[src/rtl/sacr_defs.svh]
// timing and width constants for the converter sequencing and readout link
`ifndef SACR_DEFS_SVH
`define SACR_DEFS_SVH
`define SACR_CLK_PERIOD_NS     8
`define SACR_RESULT_BITS       16
`define SACR_ACQ_FAST_NS       290
`define SACR_CNV_FAST_NS       710
`define SACR_ACQ_SLOW_NS       700
`define SACR_CNV_SLOW_NS       1300
`define SACR_QUIET_NS          10
`define SACR_EN_NS             10
`define SACR_CAL_CYCLES        64
// longest time rounds down to whole cycles, with no lower clamp
`define SACR_CNV_CYCLES        (`SACR_CNV_FAST_NS / `SACR_CLK_PERIOD_NS)
// least times round up
`define SACR_ACQ_CYCLES        ((`SACR_ACQ_FAST_NS + `SACR_CLK_PERIOD_NS - 1) / `SACR_CLK_PERIOD_NS)
`define SACR_QUIET_CYCLES      ((`SACR_QUIET_NS + `SACR_CLK_PERIOD_NS - 1) / `SACR_CLK_PERIOD_NS)
// host holds start high for the full conversion time plus synchroniser slack
`define SACR_HOLD_CYCLES       (`SACR_CNV_CYCLES + 4)
`define SACR_SCLK_HALF         10
`endif

[src/rtl/sacr_pkg.sv]
// types used by the device end of the converter readout link
`default_nettype none
package sacr_pkg;
  typedef logic [15:0] sacr_word_t;
endpackage : sacr_pkg
`default_nettype wire

[src/rtl/sacr_link_if.sv]
// link between the converter device end and the host end
`default_nettype none
interface sacr_link_if;
  logic convert_start;      // host to device, start of conversion
  logic serial_clk;         // host to device, readout clock
  logic serial_result_out;  // device to host, result bit
  logic serial_result_oe;   // device drives the data pin
  modport device (input convert_start, input serial_clk,
                  output serial_result_out, output serial_result_oe);
  modport host   (output convert_start, output serial_clk,
                  input serial_result_out, input serial_result_oe);
endinterface : sacr_link_if
`default_nettype wire

[src/rtl/sacr_device.sv]
// converter device end: calibration, acquisition/conversion phases, serial readout
// Operation
// - self-calibrate at power-up, then acquire unprompted
// - alternate acquisition and conversion, tracking during acquisition
// - rising convert_start ends acquisition
// - rising edge freezes sample, starts conversion
// - conversion always runs to completion
// - fixed internal conversion time within maximum
// - host chooses acquisition length freely
// - start falls after conversion, result then presented
// - result shifted msb first, one per clock
// - readout overlaps next acquisition
// - host leaves quiet gap before next start
// - host keeps pins quiet during conversion
// - throughput is one over acquisition plus conversion
// - serial clock fast enough for whole result
// - acquisition budget: bits times period plus overheads
// - first bit valid within enable delay; here the msb is driven three core clocks after start falls
// - result is two's complement, sign first
`include "sacr_defs.svh"
`default_nettype none
module sacr_device (
  input  wire logic        core_clk_in,        // core clock 125 MHz
  input  wire logic        sys_rst_in,         // synchronous reset, active high
  sacr_link_if.device      link,               // pins toward host
  input  wire logic [15:0] analog_sample_in,   // digitised input, two's complement
  output logic             acquiring_out,      // high while tracking input
  output logic             converting_out,     // high while converting
  output logic [15:0]      held_sample_out     // sample frozen at conversion start
);
  typedef enum {ST_CAL, ST_ACQ, ST_CNV, ST_DONE} sacr_dev_e;

  // three-stage synchronisers; edges judged on stages two and three only
  logic [2:0] cs_sync;
  logic [2:0] ck_sync;
  logic       cs_rise;
  logic       cs_fall;
  logic       ck_rise;

  sacr_dev_e            state;
  sacr_dev_e            next_state;
  logic [15:0]          cnt;
  logic [15:0]          next_cnt;
  sacr_pkg::sacr_word_t shreg;
  sacr_pkg::sacr_word_t next_shreg;
  logic [4:0]           bits_left;
  logic [4:0]           next_bits_left;
  logic                 oe;
  logic                 next_oe;
  logic                 dout;
  logic                 next_dout;
  logic [15:0]          held;
  logic [15:0]          next_held;

  assign cs_rise = cs_sync[1] & ~cs_sync[2];
  assign cs_fall = ~cs_sync[1] & cs_sync[2];
  assign ck_rise = ck_sync[1] & ~ck_sync[2];

  // pin synchronisers
  always_ff @(posedge core_clk_in) begin
    if (sys_rst_in) begin
      cs_sync <= 3'h0;
      ck_sync <= 3'h0;
    end else begin
      cs_sync <= {cs_sync[1:0], link.convert_start};
      ck_sync <= {ck_sync[1:0], link.serial_clk};
    end
  end

  // phase sequencing and readout shifter
  always_comb begin
    next_state     = state;
    next_cnt       = cnt;
    next_shreg     = shreg;
    next_bits_left = bits_left;
    next_oe        = oe;
    next_dout      = dout;
    next_held      = held;
    case (state)
      ST_CAL: begin
        // calibration runs on reset release with no host command
        if (cnt == 16'(`SACR_CAL_CYCLES - 1)) begin
          next_state = ST_ACQ;
          next_cnt   = 16'h0000;
        end else begin
          next_cnt = cnt + 16'h0001;
        end
      end
      ST_ACQ: begin
        next_held = analog_sample_in;
        if (cs_rise) begin
          // sample is frozen as it stands when the synchronised rise is seen
          next_state = ST_CNV;
          next_cnt   = 16'h0000;
          next_oe    = 1'b0;  // abandon any unfinished readout
        end
      end
      ST_CNV: begin
        // start line ignored here: nothing cuts a conversion short
        if (cnt == 16'(`SACR_CNV_CYCLES - 1)) begin
          next_state = ST_DONE;
          next_shreg = held;
        end else begin
          next_cnt = cnt + 16'h0001;
        end
      end
      ST_DONE: begin
        if (cs_fall) begin
          // present msb at once and go straight back to acquiring
          next_state     = ST_ACQ;
          next_oe        = 1'b1;
          next_dout      = shreg[15];
          next_shreg     = {shreg[14:0], 1'b0};
          next_bits_left = 5'(`SACR_RESULT_BITS - 1);
        end
      end
      default: next_state = ST_CAL;
    endcase
    // next bit follows each of the first fifteen serial clock rising edges; the sixteenth drops the enable
    if (state == ST_ACQ && oe && ck_rise) begin
      if (bits_left == 5'h00) begin
        next_oe = 1'b0;
      end else begin
        next_dout      = shreg[15];
        next_shreg     = {shreg[14:0], 1'b0};
        next_bits_left = bits_left - 5'h01;
      end
    end
  end

  always_ff @(posedge core_clk_in) begin
    if (sys_rst_in) begin
      state     <= ST_CAL;
      cnt       <= 16'h0000;
      shreg     <= 16'h0000;
      bits_left <= 5'h00;
      oe        <= 1'b0;
      dout      <= 1'b0;
      held      <= 16'h0000;
    end else begin
      state     <= next_state;
      cnt       <= next_cnt;
      shreg     <= next_shreg;
      bits_left <= next_bits_left;
      oe        <= next_oe;
      dout      <= next_dout;
      held      <= next_held;
    end
  end

  assign link.serial_result_out = dout;
  assign link.serial_result_oe  = oe;
  assign acquiring_out          = (state == ST_ACQ);
  assign converting_out         = (state == ST_CNV);
  assign held_sample_out        = held;
endmodule : sacr_device
`default_nettype wire

[src/flat_wrapper.sv]
// flat-port wrapper written by rule: the top's interface ports become plain ports
module sacr_device_flat 
  (core_clk_in, sys_rst_in, analog_sample_in, acquiring_out, converting_out, held_sample_out, link_convert_start, link_serial_clk, link_serial_result_out, link_serial_result_oe);
  sacr_link_if link_i ();
  input  wire logic core_clk_in;
  input  wire logic sys_rst_in;
  input  wire logic [15:0] analog_sample_in;
  output logic acquiring_out;
  output logic converting_out;
  output logic [15:0] held_sample_out;
  input wire logic [$bits(link_i.convert_start)-1:0] link_convert_start;
  input wire logic [$bits(link_i.serial_clk)-1:0] link_serial_clk;
  output wire logic [$bits(link_i.serial_result_out)-1:0] link_serial_result_out;
  output wire logic [$bits(link_i.serial_result_oe)-1:0] link_serial_result_oe;
  assign link_i.convert_start = link_convert_start;
  assign link_i.serial_clk = link_serial_clk;
  assign link_serial_result_out = link_i.serial_result_out;
  assign link_serial_result_oe = link_i.serial_result_oe;
  sacr_device u_core (.core_clk_in(core_clk_in), .sys_rst_in(sys_rst_in), .link(link_i), .analog_sample_in(analog_sample_in), .acquiring_out(acquiring_out), .converting_out(converting_out), .held_sample_out(held_sample_out));
endmodule
[config.mk]
export PLATFORM = sky130hd
export DESIGN_NAME = sacr_device_flat
export DESIGN_NICKNAME = d
export VERILOG_FILES = /design/src/rtl/sacr_pkg.sv /design/src/rtl/sacr_link_if.sv /design/src/rtl/sacr_device.sv /design/src/flat_wrapper.sv
export VERILOG_INCLUDE_DIRS = /design/src /design/src/rtl
export SDC_FILE = /design/constraint.sdc
export NUM_CORES = 1
export LEC_CHECK = 0
export ABC_AREA = 1
export BUFFER_PORTS_ARGS = -buffer_cell sky130_fd_sc_hd__buf_2
export CAP_MARGIN = 20
export CORE_MARGIN = 5
export CORE_UTILIZATION = 45
export DETAILED_ROUTE_END_ITERATION = 12
export GPL_ROUTABILITY_DRIVEN = 0
export PLACE_DENSITY = 0.67
export SYNTH_ARGS = -nofsm -noshare
export SYNTH_HDL_FRONTEND = slang
export SYNTH_SLANG_ARGS = --single-unit
[constraint.sdc]
create_clock -name core_clk_in -period 1.65 [get_ports core_clk_in]
set_clock_uncertainty 0.05 [all_clocks]
set_input_delay 0.165 -clock core_clk_in [delete_from_list [all_inputs] [get_ports core_clk_in]]
set_output_delay 0.165 -clock core_clk_in [all_outputs]
set_load 0.03 [all_outputs]
# --- Word-level counts from Yosys, hierarchy flattened ---
# Cells that the tools add are included.
word_totals:
  regBits: 93
  input_bits: 20
  output_inout_bits: 20
  word_cells: 63
op_classes:
  add_sub_neg: 2
  eq_ne: 12
  mux: 27
  bitwise_logic: 6
  n_reduce_logical: 7
ops:
  columns: ["operator", "count"]
  rows:
  - ["$mux 32", 4]
  - ["$pmux 32 s4", 1]
  - ["$mux 16", 7]
  - ["$eq 32x2->1 const B", 3]
  - ["$pmux 16 s3", 1]
  - ["$eq 32x1->1 const B", 1]
  - ["$eq 32x3->1 const B", 1]
  - ["$logic_not 32->1", 1]
  - ["$pmux 16 s2", 1]
  - ["$mux 5", 4]
  - ["$add 16x1->16 const B", 1]
  - ["$eq 16x6->1 const B", 1]
  - ["$eq 16x7->1 const B", 1]
  - ["$mux 1", 8]
  - ["$ne 2x1->1 const B", 4]
  - ["$logic_not 5->1", 1]
  - ["$sub 5x1->5 const B", 1]
  - ["$reduce_and 4->1", 1]
  - ["$and 1x1->1", 3]
  - ["$not 1->1", 3]
  - ["$reduce_and 3->1", 1]
  - ["$reduce_bool 3->1", 1]
  - ["$logic_and 1x1->1", 2]
  - ["$ne 2x2->1 const B", 1]
  - ["$pmux 1 s2", 1]

# --- Logic depth before layout (Yosys ltp) ---
logic_depth:
  word_depth: 6
  ltp_mapped: 13
  mapped_depth_nobuf: 12

# --- Worst setup path after synthesis ---
# Ideal clock, no wire load.
synth_timing:
  kind: "flip-flop to flip-flop"
  start: "register u_core.state[1]"
  end: "register u_core.shreg[11]"
  setup_time_ns: 0.109
  arrival_time_ns: 1.708
  required_time_ns: 1.491
  setup_slack_ns: -0.217
  path_stages_with_launch: 13
  n_path_buf: 1
  period_less_slack_ns: 1.867
  cell_sequence: "dfxtp_1 > inv_1 > ha_1 > buf_4 > nand3_2 > inv_1 > nand2_2 > inv_2 > nor2_1 > inv_1 > nand2_1 > nand2_1 > inv_1"
synth_between:
  elab_chain_len: 4
  word_cells_on_any_way: 8
  classes_between: "3 x eq/ne; 3 x mux; 2 x reduce/logical"
synth_lines:
  columns: ["item", "line_no", "source"]
  rows:
  - ["start, declared", "sacr_device.sv:40", "sacr_dev_e state;"]
  - ["start signal, assigned", "sacr_device.sv:141", "state <= next_state;"]
  - ["$eq 32x2->1", null, null]
  - ["net acquiring_out", "flat_wrapper.sv:8", "output logic acquiring_out;"]
  - ["$logic_and 1x1->1 (2 in series)", "sacr_device.sv:120", "if (state == ST_ACQ && oe && ck_rise) begin"]
  - ["$mux 16", "sacr_device.sv:120", null]
  - ["end signal, assigned", "sacr_device.sv:143", "shreg <= next_shreg;"]
  - ["end, declared", "sacr_device.sv:44", "sacr_pkg::sacr_word_t shreg;"]
# The timed path passes the listed nets, and every way through them passes these cells.
# A chain may end at the register's enable or synchronous reset.

# --- Worst setup path after layout ---
layout_timing:
  start: "register u_core.cnt[1]"
  end: "register u_core.cnt[15]"
layout_between:
  elab_chain_len: 3
  word_cells_on_any_way: 8
  classes_between: "1 x add/sub; 3 x eq/ne; 3 x mux; 1 x reduce/logical"
layout_lines:
  columns: ["item", "line_no", "source"]
  rows:
  - ["start, declared", "sacr_device.sv:42", "logic [15:0] cnt;"]
  - ["start signal, assigned", "sacr_device.sv:142", "cnt <= next_cnt;"]
  - ["$add 16x1->16 (tied with other cells)", "sacr_device.sv:86, sacr_device.sv:104", null]
  - ["$mux 16 (tied with other cells)", "sacr_device.sv:100", "if (cnt == 16'(`SACR_CNV_CYCLES - 1)) begin"]
  - ["$pmux 16 s3 or $reduce_and 3->1 (tied branches)", null, null]
# Parallel ways exist; a longest one is shown, timed or not. The select of a mux whose other input is x is not followed.

==> results.toml <==
[grt]
grt_util_all_layers_pct = 17.1
grt_overflow = 0
grt_pass1_vias = 2713
antenna_found_initial = 0
grt_pass1_wl_um = 11700
grt_max_degree = 28

[yosys]
ys_ff_latch = 63
syn_area_mm2 = 0.00291
synth_largest_area_cell = "dfxtp_1"
yosysSeqAreaShare_pct = 43.4
synthCells = 405
synth_top_cell_area_share_pct = 43.4
ys_warn_count = 0
synth_cell_types = 32
syn_nets = 431
syn_avg_cell_area_um2 = 7.18
ys_top_cells_by_area = "dfxtp_1 (43%), nand2_1 (11%), nor2_1 (11%)"

[clocking]
cts_sinks = 63
clk_pin_slew_ps = 70
cts_root_buffer = "clkbuf_8"
cts_tree = "yes"
cts_buffers = 9
clock_path_buffers = 2
htreeDepth = 3
clock_latency_ps = 340

[setup_path]
required_ps = 1830
endpoint_kind = "register"
crit_fanout = 6
arrival_ps = 1830
crit_slowest_cell = "dfxtp_2"
cpMostUsedCell = "nand2_2"
cp_cell_sequence = "ha_4 > nand2_2 > inv_2 > nand2_1 > nor2_1 > nand3_1 > o21ai_0 > nand2_2 > nand2_2 > nor2_1"
path_class = "register to register"
cp_slowest_stage_delay_ps = 350
start_kind = "register"

[timing]
setup-violations-final = 0
fmax_ghz = 0.607
fin_crit_ps = 1650
slew_headroom_pct = 81.9
worstMarginPinSlew_ps = 271
final-hold-violation-count = 0
rsz0062_at_grt = "true"
min_period_over_period_pct = 99.9
finalMaxSlewViolations = 0
fin_tns_setup_ps = 0

[power_and_ir_drop]
finalPower_w = 0.00444
leakage_nw = 1.62
powerDensity_mw_per_mm2 = 1180
ir_drop_mv = 0.773

[finish]
seqCellArea_mm2 = 0.00127
fin_util_pct = 59.5
final_common_cell = "nand2_1"
multi_input_area_mm2 = 0.00156
syn_to_final_growth_pct = 29.2
final_layout_size_suffix_gt1_share_pct = 24.9
final_cell_count_no_fill = 558
final_cell_mix = "nand2_1 (79), nor2_1 (77), dfxtp_1 (59)"
num-fill-cells = 603
fin_nets = 502
fin_area_mm2 = 0.00376
antenna_cells = 0

[floorplan]
die_y_um = 90.4
die_width_um = 90.4
start_util_pct = 46.1
die_area_mm2 = 0.00817
ios = 40
rows = 29
core-area_mm2 = 0.00631

[hold_path]
hold_class = "primary input to register"

[route]
vias = 2757
avgViaCountPerCell = 4.94
avgRoutedWirePerCell_um = 12.6
final_antenna_net_count = 0
drt-total-wl_um = 7010
first_pass_iters = 4
drt_iter0_drc = 74
drcViolationCount = 0

[outcome]
status = "complete, no violations"

[placement]
hpwl_um = 4590
placed_area_mm2 = 0.00327
io_buffers = 39
dp.cells = 523

[job]
maxCapViolations = 0
==> flip-flops by register name, indices dropped and copies added (netlist names) <==
register and cells:
u_core.link.serial_result_out 1, u_core.state 2, u_core.link.serial_result_oe 1, u_core.bits_left 5
u_core.held_sample_out 16, u_core.ck_sync 3, u_core.shreg 16, u_core.cnt 16
u_core.cs_sync 3
==> cells in the mapped netlist <==
master	instances
nand2_1	89
nor2_1	82
dfxtp_1	63
inv_1	32
o21ai_0	23
a21oi_1	19
nand3_1	18
a21boi_0	8
clkbuf_1	7
o21ai_1	7
xor2_1	7
ha_1	6
nor2_2	5
buf_6	4
inv_2	4
nand2_2	4
xnor2_1	4
o211ai_1	3
a221oi_1	2
a22oi_1	2
buf_4	2
nand3_2	2
nand4_1	2
nor3_1	2
a211oi_1	1
a21oi_2	1
buf_2	1
clkinv_1	1
inv_4	1
nand3_4	1
nand3b_1	1
nor4_1	1
==> worst max-delay path, delay by kind of cell (launching register included) <==
kind	cells	cell delay (ps)
adder cells (fa/ha/maj)	1	150
flip-flops	1	350
AO/OA/AOI/OAI	1	210
buffers and inverters	1	70
AND/OR/NAND/NOR	7	710
==> report_power, final <==
part,switching (W),total (W),internal [W]
sequential,0.000122,0.00181,0.00169
combinational,0.000937,0.00142,0.000486
clock,0.000581,0.00120,0.000623
total,0.00164,0.00444,0.00280
==> path summary, 6_finish.rpt <==
path                         from  slack (ps)                         end  cells past startpoint
max                 u_core.cnt[1]           2              u_core.cnt[15]                     10
min          analog_sample_in[11]          30  u_core.held_sample_out[11]                      3
max reg2reg         u_core.cnt[1]           2              u_core.cnt[15]                     10
min reg2reg     u_core.cs_sync[0]         360           u_core.cs_sync[1]                      2
==> cell type report <==
type,count,area share [%]
Multi-Input combinational cell,292,41.5
Timing Repair Buffer,72,13.6
Sequential cell,63,33.7
Clock inverter,3,0.466
Tap cell,77,2.56
Inverter,38,3.90
Clock buffer,13,4.23
==> through the flow <==
| stage | setup WS (ps) | hold WS [ps] |
|---|---|---|
| 5_1_grt | -150 | 29.9 |
| 2_1_floorplan | -1.70 | 222 |
| 3_3_place_gp | 48.4 | 320 |
| 6_report | 1.98 | 25.8 |
| 3_5_place_dp | -17.3 | 332 |
| 4_1_cts | 1.27 | 22.3 |
==> cells by family (layout without fill, tap and decap cells) <==
| group | Yosys count | count (layout) | share of synthesized area [%] |
|---|---|---|---|
| AND/OR/NAND/NOR | 207 | 209 | 29.6 |
| AO/OA/AOI/OAI | 66 | 66 | 13.0 |
| flip-flops | 63 | 63 | 43.4 |
| buffers and inverters | 52 | 126 | 8.13 |
| XOR/XNOR | 11 | 11 | 3.31 |
| adder cells (fa/ha/maj) | 6 | 6 | 2.58 |
==> layer usage <==
| metal | global-route usage (%) | up-vias | share of wire (%) |
|---|---|---|---|
| li1 | - | 1431 | - |
| met1 | 20.1 | 1261 | 46 |
| met2 | 29.0 | 54 | 49 |
| met3 | 4.75 | 11 | 4.0 |
| met4 | 7.69 | 0 | 1.7 |
| met5 | 0 | - | 0 |
==> what timing repair did <==
item / 4_1_cts / 5_1_grt
buffers inserted: 0 / 1
hold endpoints to repair: 16 / 0
pin swaps: 0 / 4
resized for setup: 4 / 42
hold buffers: 16 / 0
endpoints found under the setup margin: 5 / 39
cloned: 0 / 2
Power figures use the tool's default switching activity.
